## src/verilog/dss_defines.svh

```systemverilog
// Offsets, field positions, widths and constants of the sequencer status block
`ifndef DSS_DEFINES_SVH
`define DSS_DEFINES_SVH

`define DSS_ADDR_W 12
`define DSS_STATUS_OFFSET 12'h02ec
`define DSS_STATUS_RESET 32'h0000_0000

`define DSS_BIT_DMA_TERM 20
`define DSS_BIT_DMA_ERR 18
`define DSS_BIT_DMA_BUSY 17
`define DSS_BIT_DMA_IDLE 16
`define DSS_BIT_FRAME_ERR 6
`define DSS_BIT_TIMING_ERR 5
`define DSS_BIT_UNDERRUN_ERR 4
`define DSS_BIT_CONV_ACTIVE 2
`define DSS_BIT_LOADED 1
`define DSS_BIT_OUTPUT_UNIT_QUIET_FLAG 0

`define DSS_NUM_DACS 2
`define DSS_CHANS 4
`define DSS_CNT_W 28
`define DSS_CNT_ZERO 28'h000_0000
`define DSS_CNT_ONE 28'h000_0001
`define DSS_CHAN_ALL 4'hf
`define DSS_CHAN_NONE 4'h0

`endif

```

## src/verilog/dss_pkg.sv

```systemverilog
// Types shared by the sequencer status modules
package dss_pkg;

    typedef enum logic [1:0] {
        dss_ou_off  = 2'b00,
        dss_output_unit_quiet_flag = 2'b01,
        dss_ou_run  = 2'b10,
        dss_ou_halt = 2'b11
    } dss_ou_state_e;

    typedef enum logic [1:0] {
        dss_dma_off  = 2'b00,
        dss_dma_idle = 2'b01,
        dss_dma_busy = 2'b10,
        dss_dma_halt = 2'b11
    } dss_dma_state_e;

endpackage

```

## src/verilog/dss_dma_if.sv

```systemverilog
// DMA controller status carried from the DMA tracker to the status register
interface dss_dma_if;
    logic busy;
    logic idle;
    logic term;
    logic err;

    modport dma (output busy, output idle, output term, output err);
    modport top (input busy, input idle, input term, input err);
endinterface

```

## src/verilog/dss_dma.sv

```systemverilog
// Read-direction DMA controller state and its status flags
`include "dss_defines.svh"

module dss_dma (
    input wire logic core_clk,
    input wire logic srst,
    input wire logic dma_enable,
    input wire logic buf_len_wr,
    input wire logic [`DSS_CNT_W-1:0] buf_len,
    input wire logic fifo_push,
    input wire logic master_abort,
    input wire logic target_abort,
    output logic dma_run,
    dss_dma_if.dma st
);
    dss_pkg::dss_dma_state_e state;
    logic [`DSS_CNT_W-1:0] remaining;
    logic term;
    logic err;
    logic start;
    logic last_push;
    logic abort;

    assign start = (state == dss_pkg::dss_dma_idle) && buf_len_wr;
    assign last_push = (state == dss_pkg::dss_dma_busy) && fifo_push
        && (remaining == `DSS_CNT_ONE);
    assign abort = (state == dss_pkg::dss_dma_busy) && (master_abort || target_abort);

    // ---------------------------------------------------------------
    // Controller state
    // ---------------------------------------------------------------
    always_ff @(posedge core_clk) begin
        if (srst || !dma_enable) begin
            state <= dss_pkg::dss_dma_off;
        end else if (state == dss_pkg::dss_dma_off) begin
            state <= dss_pkg::dss_dma_idle;
        end else if (abort) begin
            state <= dss_pkg::dss_dma_halt;
        end else if (start && buf_len != `DSS_CNT_ZERO) begin
            state <= dss_pkg::dss_dma_busy;
        end else if (last_push) begin
            state <= dss_pkg::dss_dma_idle;
        end
    end

    always_ff @(posedge core_clk) begin
        if (srst) begin
            remaining <= `DSS_CNT_ZERO;
        end else if (start) begin
            remaining <= buf_len;
        end else if (state == dss_pkg::dss_dma_busy && fifo_push) begin
            remaining <= remaining - `DSS_CNT_ONE;
        end
    end

    // ---------------------------------------------------------------
    // Flags
    // ---------------------------------------------------------------
    // An empty buffer counts as fully fetched at once
    always_ff @(posedge core_clk) begin
        if (srst) begin
            term <= 1'b0;
        end else if (last_push || (start && buf_len == `DSS_CNT_ZERO)) begin
            term <= 1'b1;
        end else if (buf_len_wr) begin
            term <= 1'b0;
        end
    end

    always_ff @(posedge core_clk) begin
        if (srst || !dma_enable) begin
            err <= 1'b0;
        end else if (abort) begin
            err <= 1'b1;
        end
    end

    always_ff @(posedge core_clk) begin
        if (srst) begin
            dma_run <= 1'b0;
        end else begin
            dma_run <= (state == dss_pkg::dss_dma_busy) && !abort && !last_push && dma_enable;
        end
    end

    assign st.busy = (state == dss_pkg::dss_dma_busy);
    assign st.idle = (state == dss_pkg::dss_dma_idle);
    assign st.term = term;
    assign st.err = err;
endmodule // dss_dma

```

## src/verilog/dss_dacs_loaded_flag.sv

```systemverilog
// Tracks which sequencer DACs hold fresh data on every channel
`include "dss_defines.svh"

module dss_dacs_loaded_flag (
    input wire logic core_clk,
    input wire logic srst,
    input wire logic ou_enable,
    input wire logic [`DSS_NUM_DACS-1:0] dac_in_seq,
    input wire logic [`DSS_NUM_DACS*`DSS_CHANS-1:0] chan_load,
    input wire logic conv_fire,
    input wire logic unload,
    output logic all_loaded
);
    logic [`DSS_NUM_DACS*`DSS_CHANS-1:0] fresh;
    logic [`DSS_NUM_DACS-1:0] dac_ready;

    function automatic logic dac_full(input logic [`DSS_CHANS-1:0] chans);
        dac_full = (chans == `DSS_CHAN_ALL);
    endfunction

    // ---------------------------------------------------------------
    // Per-DAC channel freshness
    // ---------------------------------------------------------------
    genvar d;
    generate
        for (d = 0; d < `DSS_NUM_DACS; d = d + 1) begin : g_dac
            // A load that lands with the conversion pulse belongs to the next conversion
            always_ff @(posedge core_clk) begin
                if (srst || !ou_enable) begin
                    fresh[d*`DSS_CHANS +: `DSS_CHANS] <= `DSS_CHAN_NONE;
                end else if (conv_fire || unload) begin
                    fresh[d*`DSS_CHANS +: `DSS_CHANS] <= chan_load[d*`DSS_CHANS +: `DSS_CHANS];
                end else begin
                    fresh[d*`DSS_CHANS +: `DSS_CHANS] <= fresh[d*`DSS_CHANS +: `DSS_CHANS]
                        | chan_load[d*`DSS_CHANS +: `DSS_CHANS];
                end
            end
            assign dac_ready[d] = !dac_in_seq[d] || dac_full(fresh[d*`DSS_CHANS +: `DSS_CHANS]);
        end
    endgenerate

    // With no DAC assigned the flag stays low
    always_ff @(posedge core_clk) begin
        if (srst || !ou_enable || conv_fire || unload) begin
            all_loaded <= 1'b0;
        end else begin
            all_loaded <= (&dac_ready) && (|dac_in_seq);
        end
    end
endmodule // dss_dacs_loaded_flag

```

## src/verilog/dss_top.sv

```systemverilog
// Sequencer status register with output unit pacing and error tracking
`include "dss_defines.svh"

module dss_top (
    input wire logic core_clk,
    input wire logic srst,
    input wire logic reg_rd_en,
    input wire logic reg_wr_en,
    input wire logic [`DSS_ADDR_W-1:0] reg_addr,
    input wire logic [31:0] reg_wdata,
    output logic [31:0] reg_rdata,
    output logic reg_rd_valid,
    input wire logic output_unit_on_bit,
    input wire logic pacing_select_bit,
    input wire logic conversion_go_bit,
    input wire logic unload_dacs_bit,
    input wire logic [`DSS_CNT_W-1:0] num_conv,
    input wire logic conv_clk_tick,
    input wire logic frame_trigger_pin,
    input wire logic [`DSS_NUM_DACS-1:0] dac_refusing,
    input wire logic [`DSS_NUM_DACS-1:0] dac_in_seq,
    input wire logic [`DSS_NUM_DACS*`DSS_CHANS-1:0] chan_load,
    output logic dac_conv_pulse,
    input wire logic dma_enable,
    input wire logic buf_len_wr,
    input wire logic [`DSS_CNT_W-1:0] buf_len,
    input wire logic fifo_push,
    input wire logic master_abort,
    input wire logic target_abort,
    output logic dma_run
);
    dss_dma_if dma_st ();

    dss_pkg::dss_ou_state_e ou_state;
    logic [`DSS_CNT_W-1:0] conv_count;
    logic frame_overrun_flag;
    logic timing_err;
    logic underrun_err;
    logic conversion_running_flag;
    logic dacs_loaded_flag;
    logic output_unit_quiet_flag;
    logic trig_meta;
    logic trig_sync;
    logic trig_prev;
    logic frame_trig;
    logic in_run;
    logic frame_mode;
    logic trig_early;
    logic refuse_hit;
    logic underrun_hit;
    logic conv_fire;
    logic last_conv;
    logic [31:0] status_word;

    // ---------------------------------------------------------------
    // Submodules
    // ---------------------------------------------------------------
    dss_dma u_dma (
        .core_clk(core_clk),
        .srst(srst),
        .dma_enable(dma_enable),
        .buf_len_wr(buf_len_wr),
        .buf_len(buf_len),
        .fifo_push(fifo_push),
        .master_abort(master_abort),
        .target_abort(target_abort),
        .dma_run(dma_run),
        .st(dma_st)
    );

    dss_dacs_loaded_flag u_dacs_loaded_flag (
        .core_clk(core_clk),
        .srst(srst),
        .ou_enable(output_unit_on_bit),
        .dac_in_seq(dac_in_seq),
        .chan_load(chan_load),
        .conv_fire(conv_fire),
        .unload(unload_dacs_bit),
        .all_loaded(dacs_loaded_flag)
    );

    // ---------------------------------------------------------------
    // Frame trigger pin
    // ---------------------------------------------------------------
    // Two stages before the edge detector; the pin is asynchronous
    always_ff @(posedge core_clk) begin
        if (srst) begin
            trig_meta <= 1'b0;
            trig_sync <= 1'b0;
            trig_prev <= 1'b0;
        end else begin
            trig_meta <= frame_trigger_pin;
            trig_sync <= trig_meta;
            trig_prev <= trig_sync;
        end
    end

    assign frame_trig = trig_sync && !trig_prev;

    // ---------------------------------------------------------------
    // Conversion decisions
    // ---------------------------------------------------------------
    assign frame_mode = pacing_select_bit;
    assign in_run = (ou_state == dss_pkg::dss_ou_run);
    assign trig_early = in_run && frame_mode && frame_trig;
    assign refuse_hit = in_run && !trig_early && conv_clk_tick && (|(dac_refusing & dac_in_seq));
    assign underrun_hit = in_run && !trig_early && conv_clk_tick && !refuse_hit
        && !dacs_loaded_flag;
    // No pulse once any error is seen in the same cycle
    assign conv_fire = in_run && conv_clk_tick && !trig_early && !refuse_hit
        && !underrun_hit;
    assign last_conv = conv_fire && (num_conv != `DSS_CNT_ZERO)
        && ((conv_count + `DSS_CNT_ONE) == num_conv);

    // ---------------------------------------------------------------
    // Output unit state
    // ---------------------------------------------------------------
    always_ff @(posedge core_clk) begin
        if (srst || !output_unit_on_bit) begin
            ou_state <= dss_pkg::dss_ou_off;
        end else begin
            case (ou_state)
                dss_pkg::dss_ou_off: begin
                    ou_state <= dss_pkg::dss_output_unit_quiet_flag;
                end
                dss_pkg::dss_output_unit_quiet_flag: begin
                    if (!frame_mode && conversion_go_bit) begin
                        ou_state <= dss_pkg::dss_ou_run;
                    end else if (frame_mode && frame_trig) begin
                        ou_state <= dss_pkg::dss_ou_run;
                    end
                end
                dss_pkg::dss_ou_run: begin
                    if (trig_early || refuse_hit || underrun_hit) begin
                        ou_state <= dss_pkg::dss_ou_halt;
                    end else if (last_conv) begin
                        ou_state <= dss_pkg::dss_output_unit_quiet_flag;
                    end
                end
                dss_pkg::dss_ou_halt: begin
                    ou_state <= dss_pkg::dss_ou_halt;
                end
                default: begin
                    ou_state <= dss_pkg::dss_ou_off;
                end
            endcase
        end
    end

    always_ff @(posedge core_clk) begin
        if (srst || !output_unit_on_bit) begin
            conv_count <= `DSS_CNT_ZERO;
        end else if (ou_state == dss_pkg::dss_output_unit_quiet_flag
            && ((!frame_mode && conversion_go_bit) || (frame_mode && frame_trig))) begin
            conv_count <= `DSS_CNT_ZERO;
        end else if (conv_fire) begin
            conv_count <= conv_count + `DSS_CNT_ONE;
        end
    end

    always_ff @(posedge core_clk) begin
        if (srst) begin
            dac_conv_pulse <= 1'b0;
        end else begin
            dac_conv_pulse <= conv_fire && output_unit_on_bit;
        end
    end

    // ---------------------------------------------------------------
    // Output unit flags
    // ---------------------------------------------------------------
    always_ff @(posedge core_clk) begin
        if (srst || !output_unit_on_bit) begin
            frame_overrun_flag <= 1'b0;
        end else if (trig_early) begin
            frame_overrun_flag <= 1'b1;
        end
    end

    always_ff @(posedge core_clk) begin
        if (srst || !output_unit_on_bit) begin
            timing_err <= 1'b0;
        end else if (refuse_hit) begin
            timing_err <= 1'b1;
        end
    end

    always_ff @(posedge core_clk) begin
        if (srst || !output_unit_on_bit) begin
            underrun_err <= 1'b0;
        end else if (underrun_hit) begin
            underrun_err <= 1'b1;
        end
    end

    // An early trigger never marks the frame active
    always_ff @(posedge core_clk) begin
        if (srst || !output_unit_on_bit) begin
            conversion_running_flag <= 1'b0;
        end else if (ou_state == dss_pkg::dss_output_unit_quiet_flag && !frame_mode && conversion_go_bit) begin
            conversion_running_flag <= 1'b1;
        end else if (ou_state == dss_pkg::dss_output_unit_quiet_flag && frame_mode && frame_trig) begin
            conversion_running_flag <= 1'b1;
        end else if (last_conv || trig_early || refuse_hit || underrun_hit) begin
            conversion_running_flag <= 1'b0;
        end
    end

    always_ff @(posedge core_clk) begin
        if (srst) begin
            output_unit_quiet_flag <= 1'b0;
        end else begin
            output_unit_quiet_flag <= output_unit_on_bit
                && (ou_state == dss_pkg::dss_output_unit_quiet_flag);
        end
    end

    // ---------------------------------------------------------------
    // Status register read
    // ---------------------------------------------------------------
    always_comb begin
        status_word = `DSS_STATUS_RESET;
        status_word[`DSS_BIT_DMA_TERM] = dma_st.term;
        status_word[`DSS_BIT_DMA_ERR] = dma_st.err;
        status_word[`DSS_BIT_DMA_BUSY] = dma_st.busy;
        status_word[`DSS_BIT_DMA_IDLE] = dma_st.idle;
        status_word[`DSS_BIT_FRAME_ERR] = frame_overrun_flag;
        status_word[`DSS_BIT_TIMING_ERR] = timing_err;
        status_word[`DSS_BIT_UNDERRUN_ERR] = underrun_err;
        status_word[`DSS_BIT_CONV_ACTIVE] = conversion_running_flag;
        status_word[`DSS_BIT_LOADED] = dacs_loaded_flag;
        status_word[`DSS_BIT_OUTPUT_UNIT_QUIET_FLAG] = output_unit_quiet_flag;
    end

    // Writes to this read-only register are accepted and dropped
    always_ff @(posedge core_clk) begin
        if (srst) begin
            reg_rdata <= `DSS_STATUS_RESET;
            reg_rd_valid <= 1'b0;
        end else if (reg_rd_en && reg_addr == `DSS_STATUS_OFFSET) begin
            reg_rdata <= status_word;
            reg_rd_valid <= 1'b1;
        end else if (reg_rd_en) begin
            reg_rdata <= `DSS_STATUS_RESET;
            reg_rd_valid <= 1'b1;
        end else begin
            reg_rdata <= `DSS_STATUS_RESET;
            reg_rd_valid <= 1'b0;
        end
    end

    logic unused_wr;
    assign unused_wr = reg_wr_en ^ (|reg_wdata);
endmodule // dss_top

```

## config.mk

```make
export PLATFORM = sky130hd
export DESIGN_NAME = dss_top
export DESIGN_NICKNAME = d
export VERILOG_FILES = /design/src/verilog/dss_pkg.sv /design/src/verilog/dss_dma_if.sv /design/src/verilog/dss_dma.sv /design/src/verilog/dss_dacs_loaded_flag.sv /design/src/verilog/dss_top.sv
export VERILOG_INCLUDE_DIRS = /design/src /design/src/verilog
export SDC_FILE = /design/constraint.sdc
export NUM_CORES = 1
export LEC_CHECK = 0
export ABC_AREA = 0
export ABC_CLOCK_PERIOD_IN_PS = 3600
export BUFFER_PORTS_ARGS = -buffer_cell sky130_fd_sc_hd__buf_2
export CORE_ASPECT_RATIO = 0.5
export CORE_MARGIN = 8
export CORE_UTILIZATION = 35
export CTS_BUF_LIST = sky130_fd_sc_hd__clkbuf_2 sky130_fd_sc_hd__clkbuf_4 sky130_fd_sc_hd__clkbuf_8
export CTS_CLUSTER_DIAMETER = 150
export DETAILED_ROUTE_END_ITERATION = 6
export GPL_ROUTABILITY_DRIVEN = 0
export PLACE_DENSITY = 0.56
export SLEW_MARGIN = 20
export SYNTH_ARGS = -nofsm -noshare
export SYNTH_HDL_FRONTEND = slang
export SYNTH_SLANG_ARGS = --single-unit
```

## constraint.sdc

```tcl
create_clock -name core_clk -period 3.6 [get_ports core_clk]
set_clock_uncertainty 0.15 [all_clocks]
set_input_delay 0.18 -clock core_clk [delete_from_list [all_inputs] [get_ports core_clk]]
set_output_delay 0.18 -clock core_clk [all_outputs]
set_load 0.005 [all_outputs]
```

==> metrics, run 1 <==
Max Transition Viols Final=0; Post-Route Hold Slack=0.0372 ns; Avg Inst Size Synth=8.22 um2; power per unit of standard cell area=329 nW/um2; chain of cells forming the critical path=or3_4 > or3_1 > or3_1 > or4_1 > nand2_1 > nor4_1 > dlygate4sd3_1; Final Hold Viols=0; delay of the slowest cell on the worst path=0.56 ns; cell type with the highest aggregate area in the netlist=sky130_fd_sc_hd__dfxtp_1; setup violation total in the final timing report=0; utilization of the core after routing=44.5%; residual DRC count=0; top cells by instance count after synthesis=sky130_fd_sc_hd__dfxtp_1 (92), sky130_fd_sc_hd__nor2_1 (92), sky130_fd_sc_hd__nand2_1 (47); overflow left after global routing=0; Crit Path Max Fanout=5; area share of the leading cell type in the synthesized netlist=34.7%; number of iterations in the first detailed-routing pass=5; Final Net Count=909; Starting DRT DRC Count=302; Setup crit end kind=flip-flop; layout overhead on the synthesized area=22.6%; final wirelength=15.0 mm; via count normalized by instance count=5.17; Final WS setup=0.554 ns; DR WL/cell=15.3 um; flop and latch count out of synthesis=92; first-pass GRT wire length=24.6 mm; Static Leakage=2.43 nW; TritonCTS clock tree=done; slowest cell on the critical path=sky130_fd_sc_hd__or4_1; initial standard-cell utilization of the core=36.3%; CP Launch Type=flip-flop; cell types with the largest area share after synthesis=sky130_fd_sc_hd__dfxtp_1 (35%), sky130_fd_sc_hd__nor2_1 (6.5%), sky130_fd_sc_hd__xnor2_1 (6.4%); number of global-route vias before repair=4991; number of diodes=0; cell area after placement=5880 um2; total standard cell area after synthesis=5300 um2; via count=5075; Placement Setup Slack=0.760 ns; final cell count without fillers=981; actual slew at the worst max-slew pin=0.815 ns; final period demand of the worst path=3.05 ns; WL met2=7.25 mm; area of the multi-input gates=3180 um2; Sequential cell area=1840 um2; Rel. slew slack=45.5%; warnings from Yosys=0; max layer used=met4; Buffers on Ports=106; upper clock frequency limit=328 MHz; Die Area=19600 um2; gate family responsible for the most delay along the worst path=simple AND/OR/NAND/NOR gates; buffer count from post-CTS setup fixing=0; count of standard-cell rows=31; clock slew at reported path FFs=0.10 ns; start-to-end type of the worst setup path=reg2reg; post-synthesis cell type count=73; die outline width=190 um; met3 routed WL=695 um; clock latency at the later pin of the worst-skew pair=0.37 ns; most frequent cell on the critical path=sky130_fd_sc_hd__or3_1; setup repair after global routing missed its margin=false; buffer type at the clock tree root=sky130_fd_sc_hd__clkbuf_8; pin count of the biggest net entering global routing=37; sum of buffers and inverters on the critical path=1; share of cells above drive strength 1=19.7%; proportion of synthesized chip area in sequential cells=34.7%; total instance count after detailed placement=925; Final Total Pwr=2.14 mW; class of the tightest hold or removal check=in2reg; GRT Total Usage=15.3%; data required time of the worst path=3.71 ns; detailed-route wire length on metal 1=6.92 mm; Sum Neg Setup Slack=0 ns; Post-DP HPWL=11.1 mm; run status=completed; Post-synth EDFFs=0; antenna violations before repair=0; Die Y-Extent=103 um; number of H-tree levels=3; commonest register cell after synthesis=sky130_fd_sc_hd__dfxtp_1; Core Area=14600 um2; IO Count=162; remaining number of nets flagged by the antenna check after routing=0; CTS Buf Count=9; Mapped Cells=645; count of maximum capacitance violations=0; buffers from clock root to sink, at most=2; Final Cycle Share=84.6%; count of fill cells added during filler insertion=1491; data arrival time of the worst path=3.16 ns; worst IR drop on VDD=167 uV; fraction of registers with async set or reset after synthesis=0%; number of sinks handled by clock tree synthesis=92; Layout Cell Area excl Fill=6500 um2
[worst register-to-register path, stage by stage, from the launching register on]
cell and delay (ns):
sky130_fd_sc_hd__dfxtp_1 0.36, sky130_fd_sc_hd__or3_4 0.42, sky130_fd_sc_hd__or3_1 0.37, sky130_fd_sc_hd__or3_1 0.38
sky130_fd_sc_hd__or4_1 0.56, sky130_fd_sc_hd__nand2_1 0.12, sky130_fd_sc_hd__nor4_1 0.05, sky130_fd_sc_hd__dlygate4sd3_1 0.54
[what timing repair did]
item | CTS | global route
setup endpoints to repair | 0 | 0
endpoints found under the hold margin | 41 | 0
hold buffers | 41 | 0
resized for setup | 0 | 0
[logic make-up after synthesis]
family / synth area share [%]
AO/OA/AOI/OAI: 15.9
XOR/XNOR: 10.1
adder cells (fa/ha/maj): 0.708
buffers and inverters: 6.94
flip-flops: 34.7
multiplexers: 0.189
other: 0.0707
AND/OR/NAND/NOR: 31.4
[routing by layer]
layer / track usage (%) / up-vias
met5: 0 / -
met4: 3.76 / 0
met3: 3.44 / 10
met2: 26.7 / 127
met1: 19.0 / 2361
li1: - / 2577
[power breakdown]
part | switching [mW] | internal (mW)
Clock | 0.376 | 0.404
Combinational | 0.165 | 0.141
Sequential | 0.0175 | 1.04
Total | 0.558 | 1.58
[layout by cell type, fill, tap and decap left out, drive strengths merged, types with 6 or more instances in the layout]
cell type and count:
a21oi 31, a221oi 9, a31oi 11, and2 13, and3 6, buf 113
clkbuf 11, conb 22, dfxtp 92, dlygate4sd3 41, inv 8, nand2 47
nand3 24, nand4 21, nor2 92, nor2b 11, nor3 23, nor4 27
o211ai 8, o21ai 25, o311ai 8, or3 8, or4 7, xnor2 39
xor2 22
[state kept, by name, summed over array words and instances (netlist names)]
register / flops
u_dma.st.err: 1
ou_state: 2
reg_rd_valid: 1
u_dacs_loaded_flag.fresh: 8
timing_err: 1
underrun_err: 1
u_dma.state: 2
trig_prev: 1
reg_rdata: 10
trig_sync: 1
u_dma.st.term: 1
u_dma.dma_run: 1
conversion_running_flag: 1
u_dacs_loaded_flag.all_loaded: 1
frame_overrun_flag: 1
dac_conv_pulse: 1
trig_meta: 1
u_dma.remaining: 28
output_unit_quiet_flag: 1
conv_count: 28
[path summary, 6_finish.rpt]
path | start | endpoint | slack [ns] | cells after the start
min reg2reg | output_unit_quiet_flag | reg_rdata[0] | 0.28 | 1
max reg2reg | u_dma.remaining[20] | u_dma.dma_run | 0.55 | 7
min | master_abort | u_dma.st.err | 0.04 | 4
max | u_dma.remaining[20] | u_dma.dma_run | 0.55 | 7
[cell type report]
cell class                      count  area share [%]
Tap cell                          198            3.81
Sequential cell                    92            28.3
Multi-Input combinational cell    514            48.9
Clock buffer                       11            2.14
Inverter                            8           0.462
Timing Repair Buffer              154            15.3
Clock inverter                      4            1.15
Power figures use the tool's default switching activity.
==> inputs of run 2 (changes only) <==
--- a/config.mk
+++ b/config.mk
@@ -7,7 +7,7 @@
 export NUM_CORES = 1
 export LEC_CHECK = 0
 export ABC_AREA = 0
-export ABC_CLOCK_PERIOD_IN_PS = 3600
+export ABC_CLOCK_PERIOD_IN_PS = 2700
 export BUFFER_PORTS_ARGS = -buffer_cell sky130_fd_sc_hd__buf_2
 export CORE_ASPECT_RATIO = 0.5
 export CORE_MARGIN = 8
@@ -16,7 +16,7 @@
 export CTS_CLUSTER_DIAMETER = 150
 export DETAILED_ROUTE_END_ITERATION = 6
 export GPL_ROUTABILITY_DRIVEN = 0
-export PLACE_DENSITY = 0.56
+export PLACE_DENSITY = 0.58
 export SLEW_MARGIN = 20
 export SYNTH_ARGS = -nofsm -noshare
 export SYNTH_HDL_FRONTEND = slang
==> constraint.sdc (replaced) <==
create_clock -name core_clk -period 2.7 [get_ports core_clk]
set_clock_uncertainty 0.15 [all_clocks]
set_input_delay 0.135 -clock core_clk [delete_from_list [all_inputs] [get_ports core_clk]]
set_output_delay 0.135 -clock core_clk [all_outputs]
set_load 0.005 [all_outputs]
==> metrics, run 2 (synthesis gave the netlist of run 1 again) <==
run status=completed; setup repair after global routing missed its margin=false; TritonCTS clock tree=done; chain of cells forming the critical path=ha_4 > nand3_4 > or4_4 > buf_2 > nor2_1 > a21oi_1 > a2111oi_2 > and4_4 > o22ai_1; residual DRC count=0 (unchanged); flop-to-flop setup slack=0.16 ns (-0.40 ns); actual slew at the worst max-slew pin=0.552 ns (-0.263 ns); final wirelength=15.7 mm (+4.7%); Static Leakage=2.66 nW (+9.4%); Setup crit end kind=flip-flop; initial standard-cell utilization of the core=36.3% (unchanged); via count=5323 (+4.9%); number of sinks handled by clock tree synthesis=92 (unchanged); data required time of the worst path=2.80 ns (-0.91 ns); CTS Buf Count=9 (unchanged); number of H-tree levels=3 (unchanged); first element of the critical path=conv_count[0]; overflow left after global routing=0 (unchanged); count of maximum capacitance violations=0 (unchanged); Die Y-Extent=103 um (unchanged); power per unit of standard cell area=407 nW/um2 (+24%); delay of the slowest cell on the worst path=0.55 ns (about the same); count of fill cells added during filler insertion=1492 (+0.067%); commonest cells after routing, fill and taps aside=sky130_fd_sc_hd__buf_2 (107), sky130_fd_sc_hd__nor2_1 (92), sky130_fd_sc_hd__dfxtp_1 (90); P_sw=0.778 mW (+39%); buffers from clock root to sink, at most=2 (unchanged); die outline width=190 um (unchanged); Max Transition Viols Final=0 (unchanged); worst IR drop on VDD=225 uV (+35%); Layout Cell Area excl Fill=6900 um2 (+6.1%); first-pass GRT wire length=25.4 mm (+3.4%); remaining number of nets flagged by the antenna check after routing=0 (unchanged); number of global-route vias before repair=5269 (+5.6%); sum of buffers and inverters on the critical path=1 (unchanged); Crit Reg-Reg Endpoint=conversion_running_flag; count of standard-cell rows=31 (unchanged); class of the tightest hold or removal check=in2reg; upper clock frequency limit=393 MHz (+20%); via count normalized by instance count=5.17 (about the same); gate family responsible for the most delay along the worst path=simple AND/OR/NAND/NOR gates; buffer type at the clock tree root=sky130_fd_sc_hd__clkbuf_8; number of instances on the worst hold path=4 (unchanged); Buffers on Ports=106 (unchanged); Final WS setup=0.155 ns (-0.399 ns); clock latency at the later pin of the worst-skew pair=0.37 ns (about the same); final cell count without fillers=1029 (+4.9%); Post-DP HPWL=11.6 mm (+4.4%); number of iterations in the first detailed-routing pass=5 (unchanged); DR WL/cell=15.3 um (-0.16%); Largest regs=conv_count (28), u_dma.remaining (28), reg_rdata (10); clock slew at reported path FFs=0.10 ns (about the same); launch point of the worst reg-to-reg path=conv_count[0]; Worst Hold Path EP=timing_err; FF-to-FF path depth=9 (+2); Final Net Count=957 (+5.3%); Crit Path Max Fanout=6 (+1); layout overhead on the synthesized area=30.1%; CP Launch Type=flip-flop; Sequential Power Share=50.1% (+0.8 points); Rel. slew slack=62.9% (+17 points); most common cell after layout, fill and taps aside=sky130_fd_sc_hd__buf_2; Final Hold Viols=0 (unchanged); total instance count after detailed placement=963 (+4.1%); GRT Total Usage=15.8% (+0.54 points); share of power burned in the clock network=33.8% (-2.6 points); start-to-end type of the worst setup path=reg2reg; Die Area=19600 um2 (unchanged); share of cells above drive strength 1=24.2% (+4.5 points); IO Count=162 (unchanged); Core Area=14600 um2 (unchanged); Final Cycle Share=94.3% (+9.6 points); critical hold path startpoint=dac_refusing[1]; Sum Neg Setup Slack=0 ns (unchanged); net switching fraction of the power=27.7% (+1.7 points); final period demand of the worst path=2.54 ns (-0.501 ns); Final Total Pwr=2.81 mW (+31%); slowest cell on the critical path=sky130_fd_sc_hd__or4_4; pin count of the biggest net entering global routing=31 (-16%); Internal Power=2.03 mW (+28%); combinational group share of total power=16.1% (+1.8 points); number of diodes=0 (unchanged); data arrival time of the worst path=2.64 ns (-0.52 ns); setup violation total in the final timing report=0 (unchanged); antenna violations before repair=0 (unchanged); Placement Setup Slack=0.0529 ns (-0.707 ns); Starting DRT DRC Count=385 (+27%); cell area after placement=6170 um2 (+4.9%)
run 2: cell count changes in the layout (fill, tap and decap cells not counted), sizes merged, moves of 2 or more:
cell,delta
buf,+40
dlygate4sd3,+8
clkinv,+3
clkbuf,-2
run 2: how the worst max path moves through the flow:
stage                                         end  slack (ns)  cells past startpoint
after floorplan           conversion_running_flag        0.12                      8
after global placement    conversion_running_flag        0.05                      8
after detailed placement  conversion_running_flag        0.05                      8
after CTS                 conversion_running_flag        0.02                      8
after global routing      conversion_running_flag        0.02                      9
final                     conversion_running_flag        0.16                      9
run 2: worst reg2reg max path, delay by kind of cell, from the launching register on:
kind	cells	cell delay (ns)
AND/OR/NAND/NOR	4	1.04
flip-flops	1	0.40
adder cells (fa/ha/maj)	1	0.16
AO/OA/AOI/OAI	3	0.48
buffers and inverters	1	0.18
run 2: area by class of cell:
cell class	count	area (um2)	area share, %
Multi-Input combinational cell	514	3220	46.6
Sequential cell	92	1850	26.8
Timing Repair Buffer	202	1370	19.9
Tap cell	198	248	3.59
Clock buffer	9	124	1.79
Clock inverter	6	65.1	0.943
Inverter	8	30.0	0.435
run 2: through the flow:
step | util [%] | hold slack, ns
after global routing | 47.2 | 0.0305
after floorplan | - | 0.0619
final | 47.2 | 0.0234
after detailed placement | 42.2 | 0.170
after global placement | 42.2 | 0.169
after CTS | 46.8 | 0.00518
run 2: what timing repair did:
item | 4_1_cts | 5_1_grt
hold buffers | 49 | 0
endpoints found under the setup margin | 0 | 4
gates resized for setup | 0 | 13
hold endpoints to repair | 48 | 0
buffers inserted | 0 | 2
run 2: power groups by stage:
stage	clock network [mW]	logic (mW)	registers (mW)
after floorplan	0	0.240	1.43
after global placement	0	0.389	1.44
after detailed placement	0	0.392	1.44
after CTS	0.994	0.448	1.41
after global routing	1.06	0.497	1.41
final	0.949	0.453	1.41
run 2: layer usage:
layer / global-route usage (%) / wire length (um)
met3: 4.56 / 815
met5: 0 / 0
met4: 4.06 / 165
met2: 27.3 / 7560
met1: 19.3 / 7150
==> inputs of run 3 (changes only) <==
--- a/config.mk
+++ b/config.mk
@@ -7,7 +7,7 @@
 export NUM_CORES = 1
 export LEC_CHECK = 0
 export ABC_AREA = 0
-export ABC_CLOCK_PERIOD_IN_PS = 2700
+export ABC_CLOCK_PERIOD_IN_PS = 2500
 export BUFFER_PORTS_ARGS = -buffer_cell sky130_fd_sc_hd__buf_2
 export CORE_ASPECT_RATIO = 0.5
 export CORE_MARGIN = 8
@@ -16,7 +16,7 @@
 export CTS_CLUSTER_DIAMETER = 150
 export DETAILED_ROUTE_END_ITERATION = 6
 export GPL_ROUTABILITY_DRIVEN = 0
-export PLACE_DENSITY = 0.58
+export PLACE_DENSITY = 0.56
 export SLEW_MARGIN = 20
 export SYNTH_ARGS = -nofsm -noshare
 export SYNTH_HDL_FRONTEND = slang
==> constraint.sdc (replaced) <==
create_clock -name core_clk -period 2.5 [get_ports core_clk]
set_clock_uncertainty 0.15 [all_clocks]
set_input_delay 0.125 -clock core_clk [delete_from_list [all_inputs] [get_ports core_clk]]
set_output_delay 0.125 -clock core_clk [all_outputs]
set_load 0.005 [all_outputs]
==> metrics, run 3 (synthesis gave the netlist of run 1 again) <==
run status=completed; via count=5412 (+1.7%); initial standard-cell utilization of the core=36.3% (unchanged); TritonCTS clock tree=done; via count normalized by instance count=5.14 (-0.65%); total instance count after detailed placement=988 (+2.6%); Largest regs=conv_count (28), u_dma.remaining (28), reg_rdata (10); area of the multi-input gates=3270 um2 (+1.5%); critical hold path startpoint=dac_refusing[0]; Buffers on Ports=106 (unchanged); pin count of the biggest net entering global routing=37 (+19%); number of H-tree levels=3 (unchanged); slowest cell on the critical path=sky130_fd_sc_hd__or4_4; power per unit of standard cell area=438 nW/um2 (+7.6%); count of standard-cell rows=31 (unchanged); launch point of the worst reg-to-reg path=u_dma.remaining[0]; start-to-end type of the worst setup path=reg2reg; commonest cells after routing, fill and taps aside=sky130_fd_sc_hd__buf_2 (106), sky130_fd_sc_hd__nor2_1 (92), sky130_fd_sc_hd__dfxtp_1 (83); setup repair after global routing missed its margin=true; count of maximum capacitance violations=0 (unchanged); final wirelength=15.8 mm (+0.59%); upper clock frequency limit=414 MHz (+5.3%); most frequent cell on the critical path=sky130_fd_sc_hd__or4_4; buffers from clock root to sink, at most=2 (unchanged); antenna violations before repair=0 (unchanged); actual slew at the worst max-slew pin=0.728 ns (+0.176 ns); Final Net Count=981 (+2.5%); FF-to-FF path depth=7 (-2); residual DRC count=0 (unchanged); Die Y-Extent=103 um (unchanged); Final Cycle Share=96.7% (+2.5 points); gate family responsible for the most delay along the worst path=simple AND/OR/NAND/NOR gates; delay of the slowest cell on the worst path=0.56 ns (about the same); number of global-route vias before repair=5359 (+1.7%); Sequential cell area=1860 um2 (+0.61%); final period demand of the worst path=2.42 ns (-0.127 ns); count of fill cells added during filler insertion=1456 (-2.4%); buffer type at the clock tree root=sky130_fd_sc_hd__clkbuf_8; Static Leakage=2.79 nW (+5.2%); die outline width=190 um (unchanged); Setup crit end kind=flip-flop; number of instances on the worst hold path=4 (unchanged); Post-DP HPWL=12.0 mm (+3.1%); Max Transition Viols Final=0 (unchanged); flop-to-flop setup slack=0.08 ns (-0.07 ns); clock slew at reported path FFs=0.09 ns (about the same); clock latency at the later pin of the worst-skew pair=0.37 ns (about the same); CTS Buf Count=9 (unchanged); sum of buffers and inverters on the critical path=0 (-1); Final Hold Viols=0 (unchanged); setup violation total in the final timing report=0 (unchanged); Die Area=19600 um2 (unchanged); Rel. slew slack=51.5% (-11 points); DR WL/cell=15.0 um (-1.7%); first-pass GRT wire length=25.9 mm (+2.0%); most common cell after layout, fill and taps aside=sky130_fd_sc_hd__buf_2; Crit Reg-Reg Endpoint=u_dma.remaining[27]; number of sinks handled by clock tree synthesis=92 (unchanged); overflow left after global routing=0 (unchanged); class of the tightest hold or removal check=in2reg; Crit Path Max Fanout=2 (-4); data arrival time of the worst path=2.49 ns (-0.15 ns); chain of cells forming the critical path=or4_4 > nor4_4 > nand4_2 > or4_4 > a21o_1 > a221oi_2 > nor2_1; Core Area=14600 um2 (unchanged); CP Launch Type=flip-flop; number of diodes=0 (unchanged); number of iterations in the first detailed-routing pass=4 (-1); IO Count=162 (unchanged); Sum Neg Setup Slack=0 ns (unchanged); Worst Hold Path EP=timing_err; GRT Total Usage=16.1% (+0.28 points); remaining number of nets flagged by the antenna check after routing=0 (unchanged); layout overhead on the synthesized area=35.0%; share of cells above drive strength 1=28.4% (+4.2 points); Starting DRT DRC Count=265 (-31%); worst IR drop on VDD=208 uV (-7.5%); data required time of the worst path=2.57 ns (-0.23 ns); final cell count without fillers=1053 (+2.3%)
-- run 3: timing repair --
action,in CTS,in global routing
setup endpoints to repair,4,7
buffers inserted,0,3
resized for setup,10,22
endpoints found under the hold margin,46,0
cloned,1,0
pin swaps,5,7
hold buffers,46,0
-- run 3: per-stage QoR --
stage	utilization, %	setup WS (ns)	hold slack (ns)	instance area (um2)	power, mW
after floorplan	-	0.0196	0.0519	5390	1.81
after global placement	43.5	-0.0375	0.163	6360	1.99
after detailed placement	43.5	-0.0349	0.160	6360	1.99
after CTS	48.4	0.00290	0.0121	7080	3.18
after global routing	49.0	-0.00887	0.0268	7160	3.29
final	49.0	0.0823	0.0338	7160	3.14
-- run 3: area by class of cell --
cell class | instances | share of cell area [%]
clock inverter | 4 | 1.05
sequential | 92 | 25.9
inverter | 8 | 0.419
tap | 198 | 3.46
multi-input combinational | 515 | 45.6
clock buffer | 11 | 1.94
timing repair buffer | 225 | 21.6
-- run 3: how the worst max path moves through the flow --
stage,startpoint,to,slack [ns],cells past startpoint
floorplan,conv_count[0],conversion_running_flag,0.02,8
global placement,conv_count[1],conversion_running_flag,-0.04,8
detailed placement,conv_count[1],conversion_running_flag,-0.03,8
CTS,conv_count[0],conversion_running_flag,0.003,10
global route,conv_count[13],conversion_running_flag,-0.009,7
finish,u_dma.remaining[0],u_dma.remaining[27],0.08,7
-- run 3: report_power, final --
part	total (mW)	switching, mW	internal (mW)
Sequential	1.51	0.0216	1.49
Combinational	0.509	0.257	0.252
Clock	1.11	0.530	0.581
Total	3.14	0.809	2.33
-- run 3: worst reg2reg max path, stage by stage, from the launching register on --
cell                       delay, ns
sky130_fd_sc_hd__dfxtp_2        0.32
sky130_fd_sc_hd__or4_4          0.56
sky130_fd_sc_hd__nor4_4         0.20
sky130_fd_sc_hd__nand4_2        0.15
sky130_fd_sc_hd__or4_4          0.44
sky130_fd_sc_hd__a21o_1         0.20
sky130_fd_sc_hd__a221oi_2       0.21
sky130_fd_sc_hd__nor2_1         0.05
-- run 3: per-layer routing --
metal | track usage [%] | share of wire [%] | up-vias
li1 | - | - | 2714
met1 | 19.9 | 46 | 2572
met2 | 28.5 | 49 | 116
met3 | 3.31 | 4.5 | 10
met4 | 4.00 | 0.87 | 0
met5 | 0 | 0 | -
